$ cat config.mk
export PLATFORM = sky130hd
export DESIGN_NAME = keyed_window_watchdog
export DESIGN_NICKNAME = d
export VERILOG_FILES = /design/src/hw/watchdog_pkg.sv /design/src/hw/keyed_window_watchdog.sv /design/src/hw/osc_tick_sync.sv
export SDC_FILE = /design/constraint.sdc
export NUM_CORES = 1
export LEC_CHECK = 0
export ABC_AREA = 1
export BUFFER_PORTS_ARGS = -buffer_cell sky130_fd_sc_hd__buf_2
export CAP_MARGIN = 10
export CORE_MARGIN = 2
export CORE_UTILIZATION = 45
export CTS_CLUSTER_SIZE = 30
export DETAILED_ROUTE_END_ITERATION = 8
export HOLD_SLACK_MARGIN = 0.05
export PLACE_DENSITY = 0.67
export REMOVE_ABC_BUFFERS = 1
export SLEW_MARGIN = 20
export SYNTH_ARGS = -nofsm -noshare
export SYNTH_HDL_FRONTEND = slang
export SYNTH_HIERARCHICAL = 1
export SYNTH_SLANG_ARGS = --single-unit
$ cat constraint.sdc
create_clock -name core_clk_i -period 4.2 [get_ports core_clk_i]
set_input_delay 0.21 -clock core_clk_i [delete_from_list [all_inputs] [get_ports core_clk_i]]
set_output_delay 0.21 -clock core_clk_i [all_outputs]
set_load 0.01 [all_outputs]
$ cat src/hw/watchdog_pkg.sv
/*
 * Shared constants and types for the keyed window watchdog: register map,
 * field positions, reset values, service words and the key step function.
 * Assumes a 32-bit APB register bus with byte addresses.
 */
`default_nettype none

package watchdog_pkg;

    // ------------------------------------------------------------
    // register map
    // ------------------------------------------------------------
    localparam logic [11:0] ADDR_CTRL    = 12'h000;
    localparam logic [11:0] ADDR_STATUS  = 12'h004;
    localparam logic [11:0] ADDR_MASK    = 12'h008;
    localparam logic [11:0] ADDR_SERVICE = 12'h00C;
    localparam logic [11:0] ADDR_TIMEOUT = 12'h010;
    localparam logic [11:0] ADDR_WINDOW  = 12'h014;
    localparam logic [11:0] ADDR_COUNT   = 12'h018;
    localparam logic [11:0] ADDR_KEY     = 12'h01C;

    // ------------------------------------------------------------
    // field positions
    // ------------------------------------------------------------
    localparam int CTRL_ENABLE_BIT    = 0;
    localparam int CTRL_LOCK_BIT      = 1;
    localparam int CTRL_IRQ_FIRST_BIT = 2;
    localparam int CTRL_KEYED_BIT     = 3;
    localparam int CTRL_WINDOW_BIT    = 4;
    localparam int CTRL_WIDTH         = 5;

    localparam int ST_TIMEOUT_BIT = 0;
    localparam int ST_FAULT_BIT   = 1;
    localparam int ST_INVALID_BIT = 2;
    localparam int ST_WIDTH       = 3;

    // ------------------------------------------------------------
    // reset values and service words
    // ------------------------------------------------------------
    localparam logic [31:0] TIMEOUT_RESET = 32'h0000_FFFF;
    localparam logic [31:0] WINDOW_RESET  = 32'h0000_0000;
    localparam logic [15:0] KEY_RESET     = 16'h0000;
    localparam logic [15:0] FIX_WORD_A    = 16'hA602;
    localparam logic [15:0] FIX_WORD_B    = 16'hB480;
    localparam logic [15:0] KEY_ADD       = 16'h0003;
    localparam logic [15:0] KEY_MUL       = 16'h0011;

    // ------------------------------------------------------------
    // types
    // ------------------------------------------------------------
    typedef struct packed {
        logic window_en;
        logic keyed;
        logic irq_first;
        logic hard_lock_flag;
        logic enable;
    } ctrl_t;

    localparam ctrl_t CTRL_RESET = '{default: 1'b0};

    typedef enum logic {SEQ_IDLE, SEQ_HALF} seq_state_t;

    // next service key, modulo 2^16 by truncation
    function automatic logic [15:0] key_next(input logic [15:0] key);
        logic [31:0] prod;
        prod = 32'(KEY_MUL) * 32'(key + KEY_ADD);
        return prod[15:0];
    endfunction

endpackage

`default_nettype wire
$ cat src/hw/keyed_window_watchdog.sv
/*
 * Keyed window watchdog with an APB register file, fixed or keyed service,
 * interrupt-first or immediate fault reaction, and a sticky fault output.
 * Assumes an APB master on core_clk_i and the internal RC oscillator as a
 * free-running pin level on internal_rc_oscillator_i.
 */
`default_nettype none

module keyed_window_watchdog
    import watchdog_pkg::*;
(
    // clock and reset
    input wire logic core_clk_i,
    input wire logic reset_n_i,
    // oscillator
    input wire logic internal_rc_oscillator_i,
    // apb slave
    input wire logic psel_i,
    input wire logic penable_i,
    input wire logic pwrite_i,
    input wire logic [11:0] paddr_i,
    input wire logic [31:0] pwdata_i,
    output logic [31:0] prdata_o,
    output logic pready_o,
    output logic pslverr_o,
    // events
    output logic irq_o,
    output logic fault_collector_o
);

    ctrl_t ctrl_r;
    logic [ST_WIDTH-1:0] status_r;
    logic [ST_WIDTH-1:0] status_nxt;
    logic [ST_WIDTH-1:0] mask_r;
    logic [ST_WIDTH-1:0] events;
    logic [31:0] timeout_value_reg_r;
    logic [31:0] window_r;
    logic [31:0] count_r;
    logic [15:0] service_key_r;
    logic pending_r;
    seq_state_t seq_r;
    logic tick;
    logic wr_en;
    logic setup;
    logic svc_wr;
    logic in_window;
    logic word_good;
    logic refresh;
    logic bad_service;
    logic timeout_ev;
    logic [15:0] svc_word;
    logic [31:0] rd_val;
    logic rd_err;

    // ------------------------------------------------------------
    // oscillator tick
    // ------------------------------------------------------------
    osc_tick_sync u_tick (
        .core_clk_i(core_clk_i),
        .reset_n_i(reset_n_i),
        .osc_i(internal_rc_oscillator_i),
        .tick_o(tick)
    );

    // ------------------------------------------------------------
    // bus decode
    // ------------------------------------------------------------
    function automatic logic is_mapped(input logic [11:0] a);
        return a == ADDR_CTRL || a == ADDR_STATUS || a == ADDR_MASK || a == ADDR_SERVICE ||
               a == ADDR_TIMEOUT || a == ADDR_WINDOW || a == ADDR_COUNT || a == ADDR_KEY;
    endfunction

    function automatic logic hit(input logic [11:0] a, input logic [11:0] reg_addr);
        return a == reg_addr;
    endfunction

    assign setup = psel_i & ~penable_i;
    assign wr_en = psel_i & penable_i & pready_o & pwrite_i & is_mapped(paddr_i);
    assign svc_wr = wr_en & hit(paddr_i, ADDR_SERVICE);
    assign svc_word = pwdata_i[15:0];

    // ------------------------------------------------------------
    // service sequence
    // ------------------------------------------------------------
    assign in_window = ~ctrl_r.window_en || count_r <= window_r;

    always_comb begin
        if (ctrl_r.keyed) begin
            word_good = svc_word == service_key_r;
        end else if (seq_r == SEQ_IDLE) begin
            word_good = svc_word == FIX_WORD_A;
        end else begin
            word_good = svc_word == FIX_WORD_B;
        end
    end

    assign bad_service = svc_wr & ctrl_r.enable & ~(word_good & in_window & ~fault_collector_o);
    assign refresh = svc_wr & ctrl_r.enable & ~bad_service & seq_r == SEQ_HALF;
    assign timeout_ev = tick & ctrl_r.enable & count_r == 32'h0000_0000 & ~refresh & ~fault_collector_o;

    always_ff @(posedge core_clk_i or negedge reset_n_i) begin
        if (!reset_n_i) begin
            seq_r <= SEQ_IDLE;
        end else if (!ctrl_r.enable || bad_service) begin
            seq_r <= SEQ_IDLE;
        end else if (svc_wr) begin
            case (seq_r)
                SEQ_IDLE: seq_r <= SEQ_HALF;
                SEQ_HALF: seq_r <= SEQ_IDLE;
                default: seq_r <= SEQ_IDLE;
            endcase
        end
    end

    always_ff @(posedge core_clk_i or negedge reset_n_i) begin
        if (!reset_n_i) begin
            service_key_r <= KEY_RESET;
        end else if (svc_wr && ctrl_r.enable && ctrl_r.keyed && !bad_service) begin
            service_key_r <= key_next(service_key_r);
        end
    end

    // ------------------------------------------------------------
    // down counter and reaction
    // ------------------------------------------------------------
    always_ff @(posedge core_clk_i or negedge reset_n_i) begin
        if (!reset_n_i) begin
            count_r <= TIMEOUT_RESET;
        end else if (!ctrl_r.enable || refresh) begin
            count_r <= timeout_value_reg_r;
        end else if (timeout_ev && ctrl_r.irq_first && !pending_r) begin
            count_r <= timeout_value_reg_r;
        end else if (tick && count_r != 32'h0000_0000) begin
            count_r <= count_r - 32'h0000_0001;
        end
    end

    always_ff @(posedge core_clk_i or negedge reset_n_i) begin
        if (!reset_n_i) begin
            pending_r <= 1'b0;
        end else if (!ctrl_r.enable || refresh) begin
            pending_r <= 1'b0;
        end else if (timeout_ev && ctrl_r.irq_first) begin
            pending_r <= 1'b1;
        end
    end

    always_ff @(posedge core_clk_i or negedge reset_n_i) begin
        if (!reset_n_i) begin
            fault_collector_o <= 1'b0;
        end else if (timeout_ev && (!ctrl_r.irq_first || pending_r)) begin
            fault_collector_o <= 1'b1;
        end
    end

    // ------------------------------------------------------------
    // configuration registers
    // ------------------------------------------------------------
    always_ff @(posedge core_clk_i or negedge reset_n_i) begin
        if (!reset_n_i) begin
            ctrl_r <= CTRL_RESET;
            timeout_value_reg_r <= TIMEOUT_RESET;
            window_r <= WINDOW_RESET;
        end else if (wr_en && !ctrl_r.hard_lock_flag) begin
            if (hit(paddr_i, ADDR_CTRL)) begin
                ctrl_r <= ctrl_t'(pwdata_i[CTRL_WIDTH-1:0]);
            end
            if (hit(paddr_i, ADDR_TIMEOUT)) begin
                timeout_value_reg_r <= pwdata_i;
            end
            if (hit(paddr_i, ADDR_WINDOW)) begin
                window_r <= pwdata_i;
            end
        end
    end

    // ------------------------------------------------------------
    // interrupt status and mask
    // ------------------------------------------------------------
    always_comb begin
        events = '0;
        events[ST_TIMEOUT_BIT] = timeout_ev & ctrl_r.irq_first & ~pending_r;
        events[ST_FAULT_BIT] = timeout_ev & (~ctrl_r.irq_first | pending_r);
        events[ST_INVALID_BIT] = bad_service;
        status_nxt = status_r;
        if (wr_en && hit(paddr_i, ADDR_STATUS)) begin
            status_nxt = status_r & ~pwdata_i[ST_WIDTH-1:0];
        end
        status_nxt = status_nxt | events;
    end

    always_ff @(posedge core_clk_i or negedge reset_n_i) begin
        if (!reset_n_i) begin
            status_r <= '0;
            mask_r <= '0;
            irq_o <= 1'b0;
        end else begin
            status_r <= status_nxt;
            if (wr_en && hit(paddr_i, ADDR_MASK)) begin
                mask_r <= pwdata_i[ST_WIDTH-1:0];
                irq_o <= |(status_nxt & pwdata_i[ST_WIDTH-1:0]);
            end else begin
                irq_o <= |(status_nxt & mask_r);
            end
        end
    end

    // ------------------------------------------------------------
    // read path, no wait states
    // ------------------------------------------------------------
    always_comb begin
        rd_val = 32'h0000_0000;
        rd_err = 1'b0;
        case (paddr_i)
            ADDR_CTRL: rd_val = {{(32-CTRL_WIDTH){1'b0}}, ctrl_r};
            ADDR_STATUS: rd_val = {{(32-ST_WIDTH){1'b0}}, status_r};
            ADDR_MASK: rd_val = {{(32-ST_WIDTH){1'b0}}, mask_r};
            ADDR_SERVICE: rd_val = 32'h0000_0000;
            ADDR_TIMEOUT: rd_val = timeout_value_reg_r;
            ADDR_WINDOW: rd_val = window_r;
            ADDR_COUNT: rd_val = count_r;
            ADDR_KEY: rd_val = {16'h0000, service_key_r};
            default: rd_err = 1'b1;
        endcase
    end

    always_ff @(posedge core_clk_i or negedge reset_n_i) begin
        if (!reset_n_i) begin
            pready_o <= 1'b0;
            pslverr_o <= 1'b0;
            prdata_o <= 32'h0000_0000;
        end else begin
            pready_o <= setup;
            pslverr_o <= setup & rd_err;
            if (setup && !pwrite_i) begin
                prdata_o <= rd_val;
            end
        end
    end

    // ------------------------------------------------------------
    // checks
    // ------------------------------------------------------------
    a_second_timeout_fault: assert property (
        @(posedge core_clk_i) disable iff (!reset_n_i)
        timeout_ev && ctrl_r.irq_first && pending_r |=> fault_collector_o && status_r[ST_FAULT_BIT])
        else $error("second timeout did not raise fault");

    a_immediate_fault: assert property (
        @(posedge core_clk_i) disable iff (!reset_n_i)
        timeout_ev && !ctrl_r.irq_first |=> fault_collector_o)
        else $error("immediate reaction did not raise fault");

    a_irq_first_reload: assert property (
        @(posedge core_clk_i) disable iff (!reset_n_i)
        timeout_ev && ctrl_r.irq_first && !pending_r
        |=> !fault_collector_o && pending_r && count_r == $past(timeout_value_reg_r) && status_r[ST_TIMEOUT_BIT])
        else $error("first timeout did not reload and flag");

    a_key_step_value: assert property (
        @(posedge core_clk_i) disable iff (!reset_n_i)
        svc_wr && ctrl_r.enable && ctrl_r.keyed && !bad_service
        |=> service_key_r == 16'((32'($past(service_key_r)) + 32'd3) * 32'd17))
        else $error("service key step wrong");

    a_lock_holds_config: assert property (
        @(posedge core_clk_i) disable iff (!reset_n_i)
        ctrl_r.hard_lock_flag |=> $stable(ctrl_r) && $stable(timeout_value_reg_r) && $stable(window_r))
        else $error("locked configuration changed");

    a_count_decrement: assert property (
        @(posedge core_clk_i) disable iff (!reset_n_i)
        ctrl_r.enable && tick && count_r != 32'h0000_0000 && !refresh && !$changed(ctrl_r)
        |=> count_r == $past(count_r) - 32'h0000_0001)
        else $error("counter did not decrement on tick");

    a_fixed_reload: assert property (
        @(posedge core_clk_i) disable iff (!reset_n_i)
        svc_wr && ctrl_r.enable && !ctrl_r.keyed && seq_r == SEQ_HALF && svc_word == FIX_WORD_B
        && in_window && !fault_collector_o |=> count_r == $past(timeout_value_reg_r) && !pending_r)
        else $error("fixed sequence did not reload");

    a_window_reject: assert property (
        @(posedge core_clk_i) disable iff (!reset_n_i)
        svc_wr && ctrl_r.enable && !in_window |=> status_r[ST_INVALID_BIT] && seq_r == SEQ_IDLE)
        else $error("service outside window accepted");

    a_irq_level: assert property (
        @(posedge core_clk_i) disable iff (!reset_n_i)
        (|(status_r & mask_r)) && !wr_en |-> irq_o)
        else $error("interrupt low with unmasked status");

    a_keyed_reload: assert property (
        @(posedge core_clk_i) disable iff (!reset_n_i)
        svc_wr && ctrl_r.enable && ctrl_r.keyed && seq_r == SEQ_HALF && svc_word == service_key_r
        && in_window && !fault_collector_o |=> count_r == $past(timeout_value_reg_r) && !pending_r)
        else $error("matching key pair did not reload");

    a_keyed_mismatch: assert property (
        @(posedge core_clk_i) disable iff (!reset_n_i)
        svc_wr && ctrl_r.enable && ctrl_r.keyed && svc_word != service_key_r
        |=> status_r[ST_INVALID_BIT] && seq_r == SEQ_IDLE && $stable(service_key_r))
        else $error("wrong key was accepted");

    a_disabled_reload: assert property (
        @(posedge core_clk_i) disable iff (!reset_n_i)
        !ctrl_r.enable |=> count_r == $past(timeout_value_reg_r) && !pending_r)
        else $error("disabled counter not held at timeout value");

    a_count_needs_tick: assert property (
        @(posedge core_clk_i) disable iff (!reset_n_i)
        ctrl_r.enable && !tick && !refresh |=> $stable(count_r))
        else $error("counter moved without an oscillator tick");

    a_fault_sticky: assert property (
        @(posedge core_clk_i) disable iff (!reset_n_i)
        fault_collector_o |=> fault_collector_o)
        else $error("fault output dropped");

    a_ready_after_setup: assert property (
        @(posedge core_clk_i) disable iff (!reset_n_i)
        setup |=> pready_o && pslverr_o == $past(rd_err))
        else $error("no ready after setup cycle");

    a_ready_one_cycle: assert property (
        @(posedge core_clk_i) disable iff (!reset_n_i)
        psel_i && penable_i |=> !pready_o)
        else $error("ready held past access cycle");

    a_event_sets_status: assert property (
        @(posedge core_clk_i) disable iff (!reset_n_i)
        (|events) |=> (status_r & $past(events)) == $past(events))
        else $error("event lost against status clear");

endmodule

`default_nettype wire

$ cat src/hw/osc_tick_sync.sv
/*
 * Brings the internal RC oscillator clock into the core clock domain and
 * turns each of its rising edges into a one-cycle enable pulse.
 * Assumes the oscillator runs well below half the core clock rate.
 */
`default_nettype none

module osc_tick_sync (
    // clock and reset
    input wire logic core_clk_i,
    input wire logic reset_n_i,
    // oscillator level and tick
    input wire logic osc_i,
    output logic tick_o
);

    logic meta_r;
    logic sync_r;
    logic last_r;

    // ------------------------------------------------------------
    // two-stage synchroniser, then edge detect on the second stage
    // ------------------------------------------------------------
    always_ff @(posedge core_clk_i or negedge reset_n_i) begin
        if (!reset_n_i) begin
            meta_r <= 1'b0;
            sync_r <= 1'b0;
            last_r <= 1'b0;
            tick_o <= 1'b0;
        end else begin
            meta_r <= osc_i;
            sync_r <= meta_r;
            last_r <= sync_r;
            tick_o <= sync_r & ~last_r;
        end
    end

endmodule

`default_nettype wire

==> summary.txt <==
Routing
  • DRC errors left: 0
  • Routed Wire Length: 29.8 mm
  • Initial DRC count: 659
  • Wirelength per Cell: 16.2 um
  • Vias per inst: 5.31
  • Post-route ant nets: 0
  • Vias: 9,753
  • DRT Pass-1 Iters: 8

CTS
  • CTS tree: built
  • H-Tree Depth: 4
  • Root buf cell: clkbuf_16
  • Setup Buffers After CTS: 0
  • CTS max path bufs: 2
  • Worst-skew pair later-pin latency: 440 ps
  • Num CTS Buffers: 17
  • Clock-pin transition on the worst setup and hold timing paths: 60 ps
  • Clock sink total: 165

Floorplanning
  • Die ar.: 24,800 um^2
  • Die height: 158 um
  • Chip width: 158 um
  • Rows: 56
  • Core area: 23,300 um^2
  • Top-Level Pins: 86
  • Starting Density: 0.455

Pwr
  • PD cells: 275 nW/um^2
  • Peak supply drop: 0.000201 V
  • LEAKAGE: 6.03 nW

Timing
  • # setup viols final: 0
  • Rel. slew slack: 0.316
  • Worst clock skew: 9.33 ps
  • Setup TNS: 0 ps
  • RSZ-0062 raised after global routing: false
  • Period utilization: 0.848
  • Tmin final: 3560 ps
  • Max Slew Vio Count: 0
  • Worst Tran Pin Value: 1020 ps
  • Fin. Hold Viols: 0
  • Fmax: 281 MHz

Setup path
  • CP endpoint kind: flop
  • Worst path required time: 4520 ps
  • Arr. time, crit path: 3880 ps
  • Startpoint types: flop
  • CP Max Fanout: 4
  • WS Path Type: reg2reg

Cells and area
  • Diode count: 0
  • Non-Filler Instances: 1,838
  • Area of the multi-input gates: 5420 um^2
  • Layout cells sized above 1: 0.138
  • Commonest non-fill, non-tap cell in the layout: nand2_1
  • Register area: 4170 um^2
  • Number of fill cells in the layout: 2,284
  • Commonest non-fill, non-tap cells in the layout: nand2_1, inv_1, o21ai_0
  • Area Growth Syn to Fin: 14.8%
  • Post-layout nets: 1,613

Global route
  • Largest net degree at the start of global routing: 85
  • Gr usage total: 0.248
  • Vias in the first global route: 9,387
  • Grt total ovfl: 0
  • Initial antenna violation count: 0
  • First-pass GRT wire length: 48.0 mm

Yosys
  • Post-synth EDFFs: 0
  • Synth warnings: 6
  • Sequential area share after synthesis: 0.393
  • Cells after Synth: 1,413
  • Ys async rst share: 1.00
  • Synth cell types: 54
  • Ys flop type: dfrtp_1
  • Syn_area_per_cell: 7.51 um^2
  • Flip-flop and latch count after synthesis: 165
  • Synth Cell Area: 10,600 um^2

Flow run
  • Maxcap violations: 0

Placement
  • Final GP Congestion: 0.894
  • DPL Wire Length: 21.2 mm
  • # placed instances: 1,783
  • Buffers on Ports: 85

Min path
  • Hold Crit Class: in2reg

Run status
  • Outcome: finished clean
[worst max-delay path, stage by stage, from the launching register on]
cell	delay (ps)
dfrtp_1	380
inv_1	120
ha_1	240
nor3_1	400
nand2_1	130
nor2_1	150
nand2_1	90
xor2_1	150
inv_1	90
ha_1	270
ha_1	350
a21oi_1	150
o21ai_0	140
a21oi_1	210
nor2_1	60
nor2_1	80
nor2_1	50
nor2_1	120
xor2_1	170
o21ai_0	100
[synth_stat cells (7+ instances only)]
master     instances  area [um^2]
a21oi_1           39          195
buf_2              7         35.0
clkbuf_1          34          128
dfrtp_1          133         3330
dfstp_2           32          841
ha_1              56          701
inv_1            208          781
mux2_2             7         78.8
nand2_1          382         1430
nand3_1           58          290
nand3_2           22          220
nand4_1           13         81.3
nor2_1            97          364
nor3_1            20          100
o2111ai_1         10         87.6
o21ai_0          157          786
o221ai_1          12          105
o22ai_1           27          169
xor2_1            41          359
[per-stage QoR]
step	power [W]	util	hold WS, ps	setup WS [ps]	instance area, um^2
after global routing	0.00343	0.522	87.1	255	12200
after floorplan	0.00166	-	-85.6	900	10400
final	0.00334	0.522	65.7	636	12200
after CTS	0.00336	0.521	52.5	640	12200
after detailed placement	0.00174	0.486	324	665	11300
after global placement	0.00174	0.486	319	780	11300
[cell families (layout without fill, tap and decap cells)]
logic type               Yosys count  in the layout  share of synthesized area
AND/OR/NAND/NOR                  615            615                      0.255
AO/OA/AOI/OAI                    262            262                      0.139
buffers and inverters            260            366                     0.0984
flip-flops                       165            165                      0.393
adder cells (fa/ha/maj)           57             57                     0.0680
XOR/XNOR                          46             46                     0.0380
multiplexers                       8              8                    0.00838
[power breakdown]
part | switching, W | internal, W | leakage, nW | total (W)
clock | 0.000694 | 0.000927 | 0.283 | 0.00162
sequential | 0.00000200 | 0.00159 | 2.15 | 0.00160
combinational | 0.0000809 | 0.0000461 | 3.59 | 0.000127
[layout make-up]
| cell class | count | area share |
|---|---|---|
| Multi-Input combinational cell | 988 | 0.445 |
| Tap cell | 319 | 0.0328 |
| Inverter | 212 | 0.0656 |
| Clock inverter | 10 | 0.0101 |
| Timing Repair Buffer | 122 | 0.0651 |
| Clock buffer | 22 | 0.0390 |
| Sequential cell | 165 | 0.343 |
[sequential cells by signal, summed over array words and instances, names as in the netlist, 3 cells and up]
signal,count
timeout_value_reg_r,32
service_key_r,16
prdata_o,32
status_r,3
mask_r,3
ctrl_r,5
count_r,32
window_r,32
[layer usage]
metal,vias to the layer above,wire [um],track usage
met2,291,14200,0.414
met1,4632,13500,0.332
met4,0,682,0.0853
met3,63,1360,0.0352
met5,-,0,0
li1,4767,-,-
[final timing paths]
path,from,to,slack [ps],cells past startpoint
min reg2reg,u_tick/meta_r$_DFF_PN0_,u_tick/sync_r$_DFF_PN0_,370,0
max reg2reg,service_key_r[0]$_DFFE_PN0P_,service_key_r[13]$_DFFE_PN0P_,640,19
min in group asynchronous,reset_n_i,prdata_o[19]$_DFFE_PN0P_,390,2
min,pwdata_i[13],timeout_value_reg_r[13]$_DFFE_PN1P_,70,3
max in group asynchronous,reset_n_i,timeout_value_reg_r[1]$_DFFE_PN1P_,2850,3
max,service_key_r[0]$_DFFE_PN0P_,service_key_r[13]$_DFFE_PN0P_,640,19
[repair_timing]
item / CTS / global route
hold endpoints to repair: 107 / 0
hold buffers: 23 / 0
gates resized for setup: 0 / 0
Note: power is estimated with default switching activity, not from simulation.
